--- src/icm_pkg.sv ---
package icm_pkg;

	// ----------------------------------------------------------------
	// Register map (byte addresses)
	// ----------------------------------------------------------------
	localparam int          ADDR_W        = 5;
	localparam logic [4:0]  OFF_PRI_HIGH  = 5'h00;
	localparam logic [4:0]  OFF_PRI_LOW   = 5'h04;
	localparam logic [4:0]  OFF_SEC_HIGH  = 5'h08;
	localparam logic [4:0]  OFF_SEC_LOW   = 5'h0c;
	localparam logic [4:0]  OFF_CTRL      = 5'h10;
	localparam logic [4:0]  OFF_UPPER     = 5'h14;
	localparam logic [4:0]  OFF_MARK_LO   = 5'h18;
	localparam logic [4:0]  OFF_SPACE_LO  = 5'h1c;

	// ----------------------------------------------------------------
	// Field layout
	// ----------------------------------------------------------------
	localparam int          LATCH_BIT     = 7;
	localparam int          CNT_W         = 6;
	localparam int          PER_W         = 12;
	localparam int          NIB_W         = 4;
	localparam int          BIT_EN        = 0;
	localparam int          BIT_IE        = 1;
	localparam int          BIT_FSK       = 2;
	localparam int          BIT_BASEBAND_SELECT      = 3;
	localparam int          BIT_EXTENDED_SPACE_ENABLE     = 4;
	localparam int          BIT_HALF_RATE_PRESCALE      = 6;
	localparam int          BIT_EOC       = 7;

	// ----------------------------------------------------------------
	// Reset values and timing
	// ----------------------------------------------------------------
	localparam logic [5:0]  CNT_RST       = 6'h00;
	localparam logic [5:0]  CNT_ONE       = 6'h01;
	localparam logic [11:0] PER_RST       = 12'h000;
	localparam logic [11:0] PER_ONE       = 12'h001;
	localparam logic [2:0]  PRESC_LAST    = 3'h7;
	localparam logic [2:0]  PRESC_ONE     = 3'h1;
	localparam logic [2:0]  PRESC_RST     = 3'h0;
	localparam logic [1:0]  RESP_OKAY     = 2'h0;
	localparam logic [1:0]  RESP_SLVERR   = 2'h2;

	typedef enum logic {
		ICM_MARK  = 1'b0,
		ICM_SPACE = 1'b1
	} icm_phase_e;

endpackage : icm_pkg

--- src/icm_cg_if.sv ---
`timescale 1ns/1ns
interface icm_cg_if;
	import icm_pkg::*;
	logic             tick;
	logic             run;
	logic             use_secondary;
	logic [CNT_W-1:0] pri_high;
	logic [CNT_W-1:0] pri_low;
	logic [CNT_W-1:0] sec_high;
	logic [CNT_W-1:0] sec_low;
	logic             carrier;
	logic             period_done;

	modport gen (input tick, run, use_secondary, pri_high, pri_low, sec_high, sec_low,
		output carrier, period_done);
	modport ctl (output tick, run, use_secondary, pri_high, pri_low, sec_high, sec_low,
		input carrier, period_done);
endinterface : icm_cg_if

--- src/icm_modulator_top.sv ---
// Local design decisions: the register offsets and register access over AXI4-Lite.
`timescale 1ns/1ns

// How it works
// - Primary pairs 6 bits, secondary pairs 6 bits
// - Time mode always uses primary pair
// - FSK swaps pair at each mark expiry
// - Primary writes update count and output latch
// - Enable clear: latch drives infrared pin
// - Primary registers read back latch state
// - High write immediate, low write one cycle later
// - Reset clears the output latch
// - Mark down counter, underflow closes, compare space
// - Space match reopens gate, reloads from buffers
// - Zero space matches at once
// - Modulator timer runs from enable until the cycle in progress at disable ends
// - Period buffers reached through three byte registers
// - Time mode counts eight-clock units
// - Time mode: carrier starts at gate open, closes low; FSK runs it from enable through space
// - Baseband: high for mark, low for space
// - Half rate prescale doubles all durations
// - FSK counts carrier periods
// - Zero space FSK swaps frequency seamlessly
// - Extended space makes whole periods space
// - Clearing extended space resumes next period
// - Carrier timer is six-bit up counter
// - Enabled: modulator output drives infrared pin
// - Baseband stops carrier, holds it high
// - End of cycle sets flag, requests interrupt
module icm_modulator_top
	import icm_pkg::*;
#(
	parameter int AW = ADDR_W
)(
	input  wire logic          aclk,
	input  wire logic          aresetn,
	input  wire logic          ce,
	input  wire logic [AW-1:0] s_axi_awaddr,
	input  wire logic          s_axi_awvalid,
	output logic               s_axi_awready,
	input  wire logic [31:0]   s_axi_wdata,
	input  wire logic [3:0]    s_axi_wstrb,
	input  wire logic          s_axi_wvalid,
	output logic               s_axi_wready,
	output logic [1:0]         s_axi_bresp,
	output logic               s_axi_bvalid,
	input  wire logic          s_axi_bready,
	input  wire logic [AW-1:0] s_axi_araddr,
	input  wire logic          s_axi_arvalid,
	output logic               s_axi_arready,
	output logic [31:0]        s_axi_rdata,
	output logic [1:0]         s_axi_rresp,
	output logic               s_axi_rvalid,
	input  wire logic          s_axi_rready,
	output logic               infrared_output_pin,
	output logic               cycle_end_irq
);

	// ----------------------------------------------------------------
	// Bus slave state
	// ----------------------------------------------------------------
	logic          aw_have_ff;
	logic          w_have_ff;
	logic [AW-1:0] aw_addr_ff;
	logic [7:0]    w_data_ff;
	logic          w_lane_ff;
	logic          bvalid_ff;
	logic [1:0]    bresp_ff;
	logic          rvalid_ff;
	logic [7:0]    rdata_ff;
	logic [1:0]    rresp_ff;

	// ----------------------------------------------------------------
	// Registers
	// ----------------------------------------------------------------
	logic [CNT_W-1:0] primary_high_count_ff;
	logic [CNT_W-1:0] primary_low_count_ff;
	logic [CNT_W-1:0] secondary_high_count_ff;
	logic [CNT_W-1:0] secondary_low_count_ff;
	logic             latch_ff;
	logic             latch_pend_ff;
	logic             latch_pend_val_ff;
	logic             modulator_enable_ff;
	logic             ie_ff;
	logic             fsk_ff;
	logic             baseband_select_ff;
	logic             extended_space_enable_ff;
	logic             half_rate_prescale_ff;
	logic             eoc_ff;
	logic             eoc_armed_ff;
	logic [PER_W-1:0] mark_period_buffer_ff;
	logic [PER_W-1:0] space_period_buffer_ff;

	// ----------------------------------------------------------------
	// Modulator state
	// ----------------------------------------------------------------
	logic             run_ff;
	icm_phase_e       phase_ff;
	logic [PER_W-1:0] cnt_ff;
	logic [PER_W-1:0] active_space_period_ff;
	logic             gate_ff;
	logic             ext_ff;
	logic             sel_sec_ff;
	logic             div_ff;
	logic [2:0]       presc_ff;
	logic             pin_ff;

	icm_cg_if cg ();

	// ----------------------------------------------------------------
	// Write path
	// ----------------------------------------------------------------
	assign s_axi_awready = ~aw_have_ff & ~bvalid_ff;
	assign s_axi_wready  = ~w_have_ff & ~bvalid_ff;
	assign s_axi_bvalid  = bvalid_ff;
	assign s_axi_bresp   = bresp_ff;

	wire wr_fire    = aw_have_ff & w_have_ff & ~bvalid_ff;
	wire wr_do      = wr_fire & w_lane_ff;
	wire wa_pri_hi  = (aw_addr_ff == OFF_PRI_HIGH);
	wire wa_pri_lo  = (aw_addr_ff == OFF_PRI_LOW);
	wire wa_sec_hi  = (aw_addr_ff == OFF_SEC_HIGH);
	wire wa_sec_lo  = (aw_addr_ff == OFF_SEC_LOW);
	wire wa_ctrl    = (aw_addr_ff == OFF_CTRL);
	wire wa_upper   = (aw_addr_ff == OFF_UPPER);
	wire wa_mark    = (aw_addr_ff == OFF_MARK_LO);
	wire wa_space   = (aw_addr_ff == OFF_SPACE_LO);
	wire wa_hit     = wa_pri_hi | wa_pri_lo | wa_sec_hi | wa_sec_lo | wa_ctrl | wa_upper | wa_mark | wa_space;

	always_ff @(posedge aclk) begin
		if (!aresetn) begin
			aw_have_ff <= 1'b0;
			w_have_ff  <= 1'b0;
			aw_addr_ff <= '0;
			w_data_ff  <= 8'h00;
			w_lane_ff  <= 1'b0;
			bvalid_ff  <= 1'b0;
			bresp_ff   <= RESP_OKAY;
		end else if (ce) begin
			if (s_axi_awvalid && s_axi_awready) begin
				aw_have_ff <= 1'b1;
				aw_addr_ff <= s_axi_awaddr;
			end
			if (s_axi_wvalid && s_axi_wready) begin
				w_have_ff <= 1'b1;
				w_data_ff <= s_axi_wdata[7:0];
				w_lane_ff <= s_axi_wstrb[0];
			end
			if (wr_fire) begin
				aw_have_ff <= 1'b0;
				w_have_ff  <= 1'b0;
				bvalid_ff  <= 1'b1;
				bresp_ff   <= wa_hit ? RESP_OKAY : RESP_SLVERR;
			end else if (bvalid_ff && s_axi_bready) begin
				bvalid_ff  <= 1'b0;
			end
		end
	end

	// ----------------------------------------------------------------
	// Read path
	// ----------------------------------------------------------------
	assign s_axi_arready = ~rvalid_ff;
	assign s_axi_rvalid  = rvalid_ff;
	assign s_axi_rresp   = rresp_ff;
	assign s_axi_rdata   = {24'h000000, rdata_ff};

	wire rd_fire   = s_axi_arvalid & ~rvalid_ff;
	wire ra_pri_hi = (s_axi_araddr == OFF_PRI_HIGH);
	wire ra_pri_lo = (s_axi_araddr == OFF_PRI_LOW);
	wire ra_sec_hi = (s_axi_araddr == OFF_SEC_HIGH);
	wire ra_sec_lo = (s_axi_araddr == OFF_SEC_LOW);
	wire ra_ctrl   = (s_axi_araddr == OFF_CTRL);
	wire ra_upper  = (s_axi_araddr == OFF_UPPER);
	wire ra_mark   = (s_axi_araddr == OFF_MARK_LO);
	wire ra_space  = (s_axi_araddr == OFF_SPACE_LO);

	wire [7:0] ctrl_rd = {eoc_ff, half_rate_prescale_ff, 1'b0, extended_space_enable_ff,
		baseband_select_ff, fsk_ff, ie_ff, modulator_enable_ff};

	logic [7:0] rd_mux;
	logic       rd_hit;
	always_comb begin
		rd_mux = 8'h00;
		rd_hit = 1'b1;
		if (ra_pri_hi) begin
			rd_mux = {latch_ff, 1'b0, primary_high_count_ff};
		end else if (ra_pri_lo) begin
			rd_mux = {latch_ff, 1'b0, primary_low_count_ff};
		end else if (ra_sec_hi) begin
			rd_mux = {2'b00, secondary_high_count_ff};
		end else if (ra_sec_lo) begin
			rd_mux = {2'b00, secondary_low_count_ff};
		end else if (ra_ctrl) begin
			rd_mux = ctrl_rd;
		end else if (ra_upper) begin
			rd_mux = {mark_period_buffer_ff[PER_W-1 -: NIB_W], space_period_buffer_ff[PER_W-1 -: NIB_W]};
		end else if (ra_mark) begin
			rd_mux = mark_period_buffer_ff[7:0];
		end else if (ra_space) begin
			rd_mux = space_period_buffer_ff[7:0];
		end else begin
			rd_hit = 1'b0;
		end
	end

	always_ff @(posedge aclk) begin
		if (!aresetn) begin
			rvalid_ff <= 1'b0;
			rdata_ff  <= 8'h00;
			rresp_ff  <= RESP_OKAY;
		end else if (ce) begin
			if (rd_fire) begin
				rvalid_ff <= 1'b1;
				rdata_ff  <= rd_mux;
				rresp_ff  <= rd_hit ? RESP_OKAY : RESP_SLVERR;
			end else if (s_axi_rready) begin
				rvalid_ff <= 1'b0;
			end
		end
	end

	// ----------------------------------------------------------------
	// Register writes and latch
	// ----------------------------------------------------------------
	// Flag clear needs a control read, then any access of a period low byte
	wire ctrl_read    = rd_fire & ra_ctrl;
	wire period_touch = (rd_fire & (ra_mark | ra_space)) | (wr_fire & (wa_mark | wa_space));
	wire eoc_clear    = eoc_armed_ff & period_touch;
	logic cycle_end;

	always_ff @(posedge aclk) begin
		if (!aresetn) begin
			primary_high_count_ff    <= CNT_RST;
			primary_low_count_ff     <= CNT_RST;
			secondary_high_count_ff  <= CNT_RST;
			secondary_low_count_ff   <= CNT_RST;
			latch_ff                 <= 1'b0;
			latch_pend_ff            <= 1'b0;
			latch_pend_val_ff        <= 1'b0;
			modulator_enable_ff      <= 1'b0;
			ie_ff                    <= 1'b0;
			fsk_ff                   <= 1'b0;
			baseband_select_ff       <= 1'b0;
			extended_space_enable_ff <= 1'b0;
			half_rate_prescale_ff    <= 1'b0;
			eoc_ff                   <= 1'b0;
			eoc_armed_ff             <= 1'b0;
			mark_period_buffer_ff    <= PER_RST;
			space_period_buffer_ff   <= PER_RST;
		end else if (ce) begin
			latch_pend_ff <= 1'b0;
			if (latch_pend_ff) begin
				latch_ff <= latch_pend_val_ff;
			end
			if (wr_do && wa_pri_hi) begin
				primary_high_count_ff <= w_data_ff[CNT_W-1:0];
				latch_ff              <= w_data_ff[LATCH_BIT];
			end
			if (wr_do && wa_pri_lo) begin
				primary_low_count_ff <= w_data_ff[CNT_W-1:0];
				latch_pend_ff        <= 1'b1;
				latch_pend_val_ff    <= w_data_ff[LATCH_BIT];
			end
			if (wr_do && wa_sec_hi) begin
				secondary_high_count_ff <= w_data_ff[CNT_W-1:0];
			end
			if (wr_do && wa_sec_lo) begin
				secondary_low_count_ff <= w_data_ff[CNT_W-1:0];
			end
			if (wr_do && wa_ctrl) begin
				modulator_enable_ff      <= w_data_ff[BIT_EN];
				ie_ff                    <= w_data_ff[BIT_IE];
				fsk_ff                   <= w_data_ff[BIT_FSK];
				baseband_select_ff       <= w_data_ff[BIT_BASEBAND_SELECT];
				extended_space_enable_ff <= w_data_ff[BIT_EXTENDED_SPACE_ENABLE];
				half_rate_prescale_ff    <= w_data_ff[BIT_HALF_RATE_PRESCALE];
			end
			if (wr_do && wa_upper) begin
				mark_period_buffer_ff[PER_W-1 -: NIB_W]  <= w_data_ff[7:4];
				space_period_buffer_ff[PER_W-1 -: NIB_W] <= w_data_ff[3:0];
			end
			if (wr_do && wa_mark) begin
				mark_period_buffer_ff[7:0] <= w_data_ff;
			end
			if (wr_do && wa_space) begin
				space_period_buffer_ff[7:0] <= w_data_ff;
			end
			if (ctrl_read) begin
				eoc_armed_ff <= 1'b1;
			end else if (period_touch) begin
				eoc_armed_ff <= 1'b0;
			end
			// A new end of cycle beats a clear in the same cycle
			if (cycle_end) begin
				eoc_ff <= 1'b1;
			end else if (eoc_clear) begin
				eoc_ff <= 1'b0;
			end
		end
	end

	// ----------------------------------------------------------------
	// Prescale and modulator
	// ----------------------------------------------------------------
	wire baseband_select_tick = run_ff & (~half_rate_prescale_ff | div_ff);
	wire time_tick = baseband_select_tick & (presc_ff == PRESC_LAST);
	wire mod_tick  = fsk_ff ? cg.period_done : time_tick;
	wire mark_end  = (phase_ff == ICM_MARK) & mod_tick & (cnt_ff == PER_RST);
	assign cycle_end = run_ff & (phase_ff == ICM_SPACE) & (~cnt_ff == active_space_period_ff);
	wire start     = modulator_enable_ff & ~run_ff;
	// Time mode closes on a low carrier, or at once in baseband; FSK ends mark on a low carrier already
	wire gate_shut = (phase_ff == ICM_SPACE) & (baseband_select_ff | ~cg.carrier);

	assign cg.tick          = baseband_select_tick;
	assign cg.run           = run_ff & ~baseband_select_ff & (fsk_ff | gate_ff);
	assign cg.use_secondary = fsk_ff & sel_sec_ff;
	assign cg.pri_high      = primary_high_count_ff;
	assign cg.pri_low       = primary_low_count_ff;
	assign cg.sec_high      = secondary_high_count_ff;
	assign cg.sec_low       = secondary_low_count_ff;

	wire mod_out = gate_ff & (baseband_select_ff | cg.carrier);
	wire pin_nxt = modulator_enable_ff ? mod_out : latch_ff;

	always_ff @(posedge aclk) begin
		if (!aresetn) begin
			run_ff                 <= 1'b0;
			phase_ff               <= ICM_MARK;
			cnt_ff                 <= PER_RST;
			active_space_period_ff <= PER_RST;
			gate_ff                <= 1'b0;
			ext_ff                 <= 1'b0;
			sel_sec_ff             <= 1'b0;
			div_ff                 <= 1'b0;
			presc_ff               <= PRESC_RST;
			pin_ff                 <= 1'b0;
		end else if (ce) begin
			pin_ff <= pin_nxt;
			div_ff <= run_ff & ~div_ff;
			if (baseband_select_tick) begin
				presc_ff <= presc_ff + PRESC_ONE;
			end
			if (start) begin
				run_ff                 <= 1'b1;
				phase_ff               <= ICM_MARK;
				cnt_ff                 <= mark_period_buffer_ff;
				active_space_period_ff <= space_period_buffer_ff;
				ext_ff                 <= extended_space_enable_ff;
				gate_ff                <= ~extended_space_enable_ff;
				sel_sec_ff             <= 1'b0;
				presc_ff               <= PRESC_RST;
				div_ff                 <= 1'b0;
			end else if (cycle_end) begin
				// Disable takes effect only once the running cycle has expired
				run_ff                 <= modulator_enable_ff;
				phase_ff               <= ICM_MARK;
				cnt_ff                 <= mark_period_buffer_ff;
				active_space_period_ff <= space_period_buffer_ff;
				ext_ff                 <= extended_space_enable_ff;
				gate_ff                <= modulator_enable_ff & ~extended_space_enable_ff;
			end else if (run_ff) begin
				if (mod_tick) begin
					cnt_ff <= cnt_ff - PER_ONE;
				end
				if (mark_end) begin
					phase_ff <= ICM_SPACE;
					if (fsk_ff) begin
						sel_sec_ff <= ~sel_sec_ff;
						// Zero space keeps the gate open so the swap leaves no gap
						gate_ff    <= ~ext_ff & (active_space_period_ff == PER_RST);
					end
				end else if (gate_shut && !fsk_ff) begin
					gate_ff <= 1'b0;
				end else if (gate_shut && ext_ff) begin
					gate_ff <= 1'b0;
				end
			end
		end
	end

	assign infrared_output_pin = pin_ff;
	assign cycle_end_irq       = eoc_ff & ie_ff;

	icm_carrier_gen u_carrier (
		.aclk    (aclk),
		.aresetn (aresetn),
		.ce      (ce),
		.cg      (cg.gen)
	);

endmodule : icm_modulator_top

--- src/icm_carrier_gen.sv ---
`timescale 1ns/1ns
module icm_carrier_gen
	import icm_pkg::*;
(
	input  wire logic aclk,
	input  wire logic aresetn,
	input  wire logic ce,
	icm_cg_if.gen     cg
);

	logic [CNT_W-1:0] cnt_ff;
	logic             high_ff;

	wire  [CNT_W-1:0] high_cnt = cg.use_secondary ? cg.sec_high : cg.pri_high;
	wire  [CNT_W-1:0] low_cnt  = cg.use_secondary ? cg.sec_low : cg.pri_low;
	wire  [CNT_W-1:0] target   = high_ff ? high_cnt : low_cnt;
	wire  [CNT_W-1:0] cnt_inc  = cnt_ff + CNT_ONE;
	wire              hit      = cg.run & cg.tick & (cnt_inc == target);

	// Period ends as the low phase completes, while the carrier is still low
	assign cg.period_done = hit & ~high_ff;
	assign cg.carrier     = high_ff;

	// Stopped generator rests high so a fresh start opens with a full high time
	always_ff @(posedge aclk) begin
		if (!aresetn) begin
			cnt_ff  <= CNT_RST;
			high_ff <= 1'b1;
		end else if (ce) begin
			if (!cg.run) begin
				cnt_ff  <= CNT_RST;
				high_ff <= 1'b1;
			end else if (hit) begin
				cnt_ff  <= CNT_RST;
				high_ff <= ~high_ff;
			end else if (cg.tick) begin
				cnt_ff  <= cnt_inc;
			end
		end
	end

endmodule : icm_carrier_gen

--- config.mk ---
export PLATFORM = sky130hd
export DESIGN_NAME = icm_modulator_top
export DESIGN_NICKNAME = d
export VERILOG_FILES = /design/src/icm_pkg.sv /design/src/icm_cg_if.sv /design/src/icm_modulator_top.sv /design/src/icm_carrier_gen.sv
export SDC_FILE = /design/constraint.sdc
export NUM_CORES = 1
export LEC_CHECK = 0
export BUFFER_PORTS_ARGS = -buffer_cell sky130_fd_sc_hd__buf_2
export CAP_MARGIN = 5
export CORE_ASPECT_RATIO = 0.5
export CORE_UTILIZATION = 35
export DETAILED_ROUTE_END_ITERATION = 8
export PLACE_DENSITY = 0.55
export REMOVE_ABC_BUFFERS = 1
export SYNTH_ARGS = -nofsm -noshare
export SYNTH_HDL_FRONTEND = slang
export SYNTH_SLANG_ARGS = --single-unit
--- constraint.sdc ---
create_clock -name aclk -period 4.7 [get_ports aclk]
set_input_delay 0.94 -clock aclk [delete_from_list [all_inputs] [get_ports aclk]]
set_output_delay 0.94 -clock aclk [all_outputs]
set_load 0.03 [all_outputs]
==> impl_metrics.xml <==
<?xml version="1.0" encoding="UTF-8"?>
<metrics>
  <group name="routing">
    <metric name="final_ant_viol_nets" unit="">0</metric>
    <metric name="detail_route.vias_per_cell" unit="">5.36</metric>
    <metric name="routedWlPerCell" unit="µm">17.1</metric>
    <metric name="dr.first_iter.drc_count" unit="">447</metric>
    <metric name="drt-total-wl" unit="µm">17600</metric>
    <metric name="via_count" unit="">5524</metric>
    <metric name="drt_pre_antenna_iters" unit="">6</metric>
    <metric name="route.detailed.drc" unit="">0</metric>
  </group>
  <group name="run">
    <metric name="maxCapViolations" unit="">0</metric>
  </group>
  <group name="hold_path">
    <metric name="min_delay_path_depth" unit="">2</metric>
    <metric name="timing.hold.worst.class" unit="">flop to flop</metric>
  </group>
  <group name="place">
    <metric name="placedInstanceArea" unit="mm²">0.00671</metric>
    <metric name="port_buf_inserts" unit="">43</metric>
    <metric name="gp_congestion" unit="">0.899</metric>
    <metric name="dp.final_hpwl" unit="µm">12500</metric>
  </group>
  <group name="cells_and_area">
    <metric name="design_area" unit="mm²">0.00734</metric>
    <metric name="multi_input_comb_area" unit="mm²">0.00353</metric>
    <metric name="nets" unit="">842</metric>
    <metric name="seq_area" unit="mm²">0.00256</metric>
    <metric name="area_delta_synth_final" unit="%">13.8</metric>
    <metric name="n_fill_cell" unit="">1810</metric>
    <metric name="antenna_cells_inserted" unit="">0</metric>
    <metric name="fraction_of_layout_cells_with_a_size_suffix_above_1" unit="">0.132</metric>
  </group>
  <group name="synth">
    <metric name="synth_edf_count" unit="">0</metric>
    <metric name="synth.top_cell.area_share" unit="">0.397</metric>
    <metric name="post_synthesis_sequential_element_count" unit="">128</metric>
    <metric name="yosysSeqAreaShare" unit="">0.397</metric>
    <metric name="synth-warning-count" unit="">0</metric>
    <metric name="synthesis.area" unit="mm²">0.00645</metric>
    <metric name="synth-async-reset-ratio" unit="">0</metric>
    <metric name="yosys.cell_types.count" unit="">62</metric>
    <metric name="synth_area_leaders" unit="">dfxtp_1, mux2i_1, nand2_1</metric>
    <metric name="postSynth.topFlopCell" unit="">dfxtp_1</metric>
    <metric name="synth.largest_area_cell" unit="">dfxtp_1</metric>
    <metric name="syn_area_per_cell" unit="µm²">8.44</metric>
    <metric name="synth_cells" unit="">764</metric>
  </group>
  <group name="global_routing">
    <metric name="gr-total-overflow" unit="">0</metric>
    <metric name="antenna_found_initial" unit="">0</metric>
    <metric name="first_pass_grt_wire_length" unit="µm">28300</metric>
    <metric name="pin_count_of_the_biggest_net_entering_global_routing" unit="">61</metric>
    <metric name="total_global_route_track_usage" unit="">0.191</metric>
    <metric name="first_global_vias" unit="">5046</metric>
  </group>
  <group name="clock_network">
    <metric name="tritoncts" unit="">done</metric>
    <metric name="path_clk_slew" unit="ns">0.06</metric>
    <metric name="clk_latency" unit="ns">0.42</metric>
    <metric name="h-tree-depth" unit="">4</metric>
    <metric name="clock_tree.root_cell" unit="">clkbuf_16</metric>
    <metric name="postCtsSetupRepairBufs" unit="">0</metric>
    <metric name="cts_buffer_depth" unit="">2</metric>
    <metric name="cts_sinks" unit="">128</metric>
    <metric name="cts_buffers" unit="">17</metric>
    <metric name="cts_resized" unit="">0</metric>
    <metric name="cts_hold_buf" unit="">0</metric>
  </group>
  <group name="timing">
    <metric name="max_slew_margin" unit="">0.190</metric>
    <metric name="final_min_period_over_clock_period" unit="">0.659</metric>
    <metric name="hold_viol_final" unit="">0</metric>
    <metric name="layout_min_cycle_time" unit="ns">3.10</metric>
    <metric name="fin_skew" unit="ns">0.0103</metric>
    <metric name="fin_tns_setup" unit="ns">0</metric>
    <metric name="fmaxAchievable" unit="MHz">323</metric>
    <metric name="final-setup-viol-count" unit="">0</metric>
    <metric name="worst_slew_pin_slew" unit="ns">1.20</metric>
    <metric name="rsz0062_at_grt" unit="">false</metric>
    <metric name="slew_viol_final" unit="">0</metric>
  </group>
  <group name="critical_path">
    <metric name="category_of_the_critical_setup_timing_path" unit="">flop to flop</metric>
    <metric name="number_of_cells_on_the_worst_reg_to_reg_path" unit="">6</metric>
    <metric name="worst-path-buf-inv" unit="">0</metric>
    <metric name="crit_required" unit="ns">4.99</metric>
    <metric name="cp_data_arrival_time" unit="ns">3.39</metric>
    <metric name="element_type_at_the_critical_path_end" unit="">flop</metric>
    <metric name="critical_path_depth" unit="">6</metric>
    <metric name="critical_path.most_common_cell" unit="">mux2i_1</metric>
    <metric name="timing.critical_path.fanout_max" unit="">17</metric>
    <metric name="crit_path_max_incr_delay" unit="ns">0.82</metric>
    <metric name="setup.worst_path.start_class" unit="">flop</metric>
    <metric name="cell_by_cell_listing_of_the_critical_path" unit="">mux4_2, mux2i_1, and3_1, a311oi_4, mux2i_1, o22ai_1</metric>
    <metric name="critPathTopFamily" unit="">multiplexers</metric>
    <metric name="worst_path_cell_with_the_longest_stage_delay" unit="">a311oi_4</metric>
  </group>
  <group name="floorplanning">
    <metric name="start_util" unit="">0.365</metric>
    <metric name="die_area" unit="mm²">0.0190</metric>
    <metric name="site_rows" unit="">34</metric>
    <metric name="die-width" unit="µm">194</metric>
    <metric name="die_height" unit="µm">98</metric>
    <metric name="io_pins" unit="">97</metric>
    <metric name="design.core.area" unit="mm²">0.0177</metric>
  </group>
  <group name="pwr">
    <metric name="irDropWorstVdd" unit="mV">0.227</metric>
    <metric name="leakage" unit="nW">3.03</metric>
    <metric name="powerDensity" unit="mW/mm²">365</metric>
  </group>
  <group name="run_status">
    <metric name="status" unit="">completed</metric>
  </group>
</metrics>
layout make-up:
class                      count  area share
clock inverter                12      0.0247
clock buffer                  20      0.0609
multi-input combinational    572       0.481
tap                          234      0.0399
inverter                      15     0.00784
sequential                   128       0.349
timing repair buffer          50      0.0365
placed cells by master (no fill, tap or decap), drive strengths merged, types with 6 or more instances in the layout:
| cell type | n |
|---|---|
| nand2b | 7 |
| clkbuf | 20 |
| nor2 | 86 |
| nand4 | 6 |
| mux4 | 17 |
| o21ai | 19 |
| and3 | 7 |
| conb | 26 |
| a21oi | 73 |
| nand3 | 44 |
| a221oi | 6 |
| nor2b | 7 |
| mux2i | 44 |
| xor2 | 15 |
| nand2 | 110 |
| buf | 50 |
| dfxtp | 128 |
| nor4 | 14 |
| inv | 16 |
| nor3 | 19 |
worst min-delay path: cells and delay by family, from the launching register on:
family,cells,cell delay (ns)
AO/OA/AOI/OAI,1,0.05
AND/OR/NAND/NOR,1,0.05
flip-flops,1,0.31
cells in the mapped netlist, types with 14 or more instances:
library cell and n:
dfxtp_1 128, nand2_1 109, nor2_1 86, a21oi_1 72, mux2i_1 44, nand3_1 43, clkbuf_1 41, buf_4 26
o21ai_0 19, nor3_1 18, xor2_1 15, inv_1 14, mux4_2 14
power by group:
part	leakage (nW)	switching, W	total [W]	internal, W
logic	1.70	0.000113	0.000152	0.0000382
registers	1.03	0.0000181	0.00112	0.00110
clock network	0.293	0.000509	0.00141	0.000905
total	3.03	0.000640	0.00268	0.00204
sequential cells by signal, summed over array words and instances (netlist names), 3 cells and up:
register / flops
active_space_period_ff: 12
aw_addr_ff: 5
cg.pri_high: 6
cg.pri_low: 6
cg.sec_high: 6
cg.sec_low: 6
cnt_ff: 12
mark_period_buffer_ff: 12
presc_ff: 3
rdata_ff: 8
space_period_buffer_ff: 12
u_carrier.cnt_ff: 6
w_data_ff: 8
per-layer routing:
layer	global-route usage	routed length, µm
met3	0.0404	1010
met2	0.286	7650
met1	0.276	8730
met5	0	0
met4	0.0531	221
path summary, 6_finish.rpt:
kind	startpoint	end	slack, ns
worst max-delay path	u_carrier.cg.carrier$_SDFFE_PN1P_	cnt_ff[8]$_SDFFE_PN0P_	1.60
worst min-delay path	presc_ff[1]$_SDFFE_PN0P_	presc_ff[1]$_SDFFE_PN0P_	0.46
worst max register to register	u_carrier.cg.carrier$_SDFFE_PN1P_	cnt_ff[8]$_SDFFE_PN0P_	1.60
worst min register to register	presc_ff[1]$_SDFFE_PN0P_	presc_ff[1]$_SDFFE_PN0P_	0.46
logic make-up (layout without fill, tap and decap cells):
kind of cell / count (synthesis) / in the layout / share of synthesized area
flops: 128 / 128 / 0.397
other cells: 1 / 26 / 0.000581
xor+xnor: 20 / 20 / 0.0272
compound gates: 146 / 146 / 0.143
fa+ha+maj: 4 / 4 / 0.00776
buf+inv: 89 / 97 / 0.0710
simple gates: 315 / 315 / 0.224
mux: 61 / 61 / 0.129
per-stage QoR:
stage	total power, W	utilization	worst slack (ns)	std cells	hold WS, ns
global placement	0.00129	0.379	1.47	999	0.443
detailed placement	0.00129	0.379	1.42	999	0.452
floorplan	0.00123	-	1.96	715	0.436
finish	0.00268	0.415	1.60	1031	0.456
CTS	0.00270	0.415	1.60	1031	0.460
global route	0.00276	0.415	1.45	1031	0.490
(Power assumes the default switching activity.)
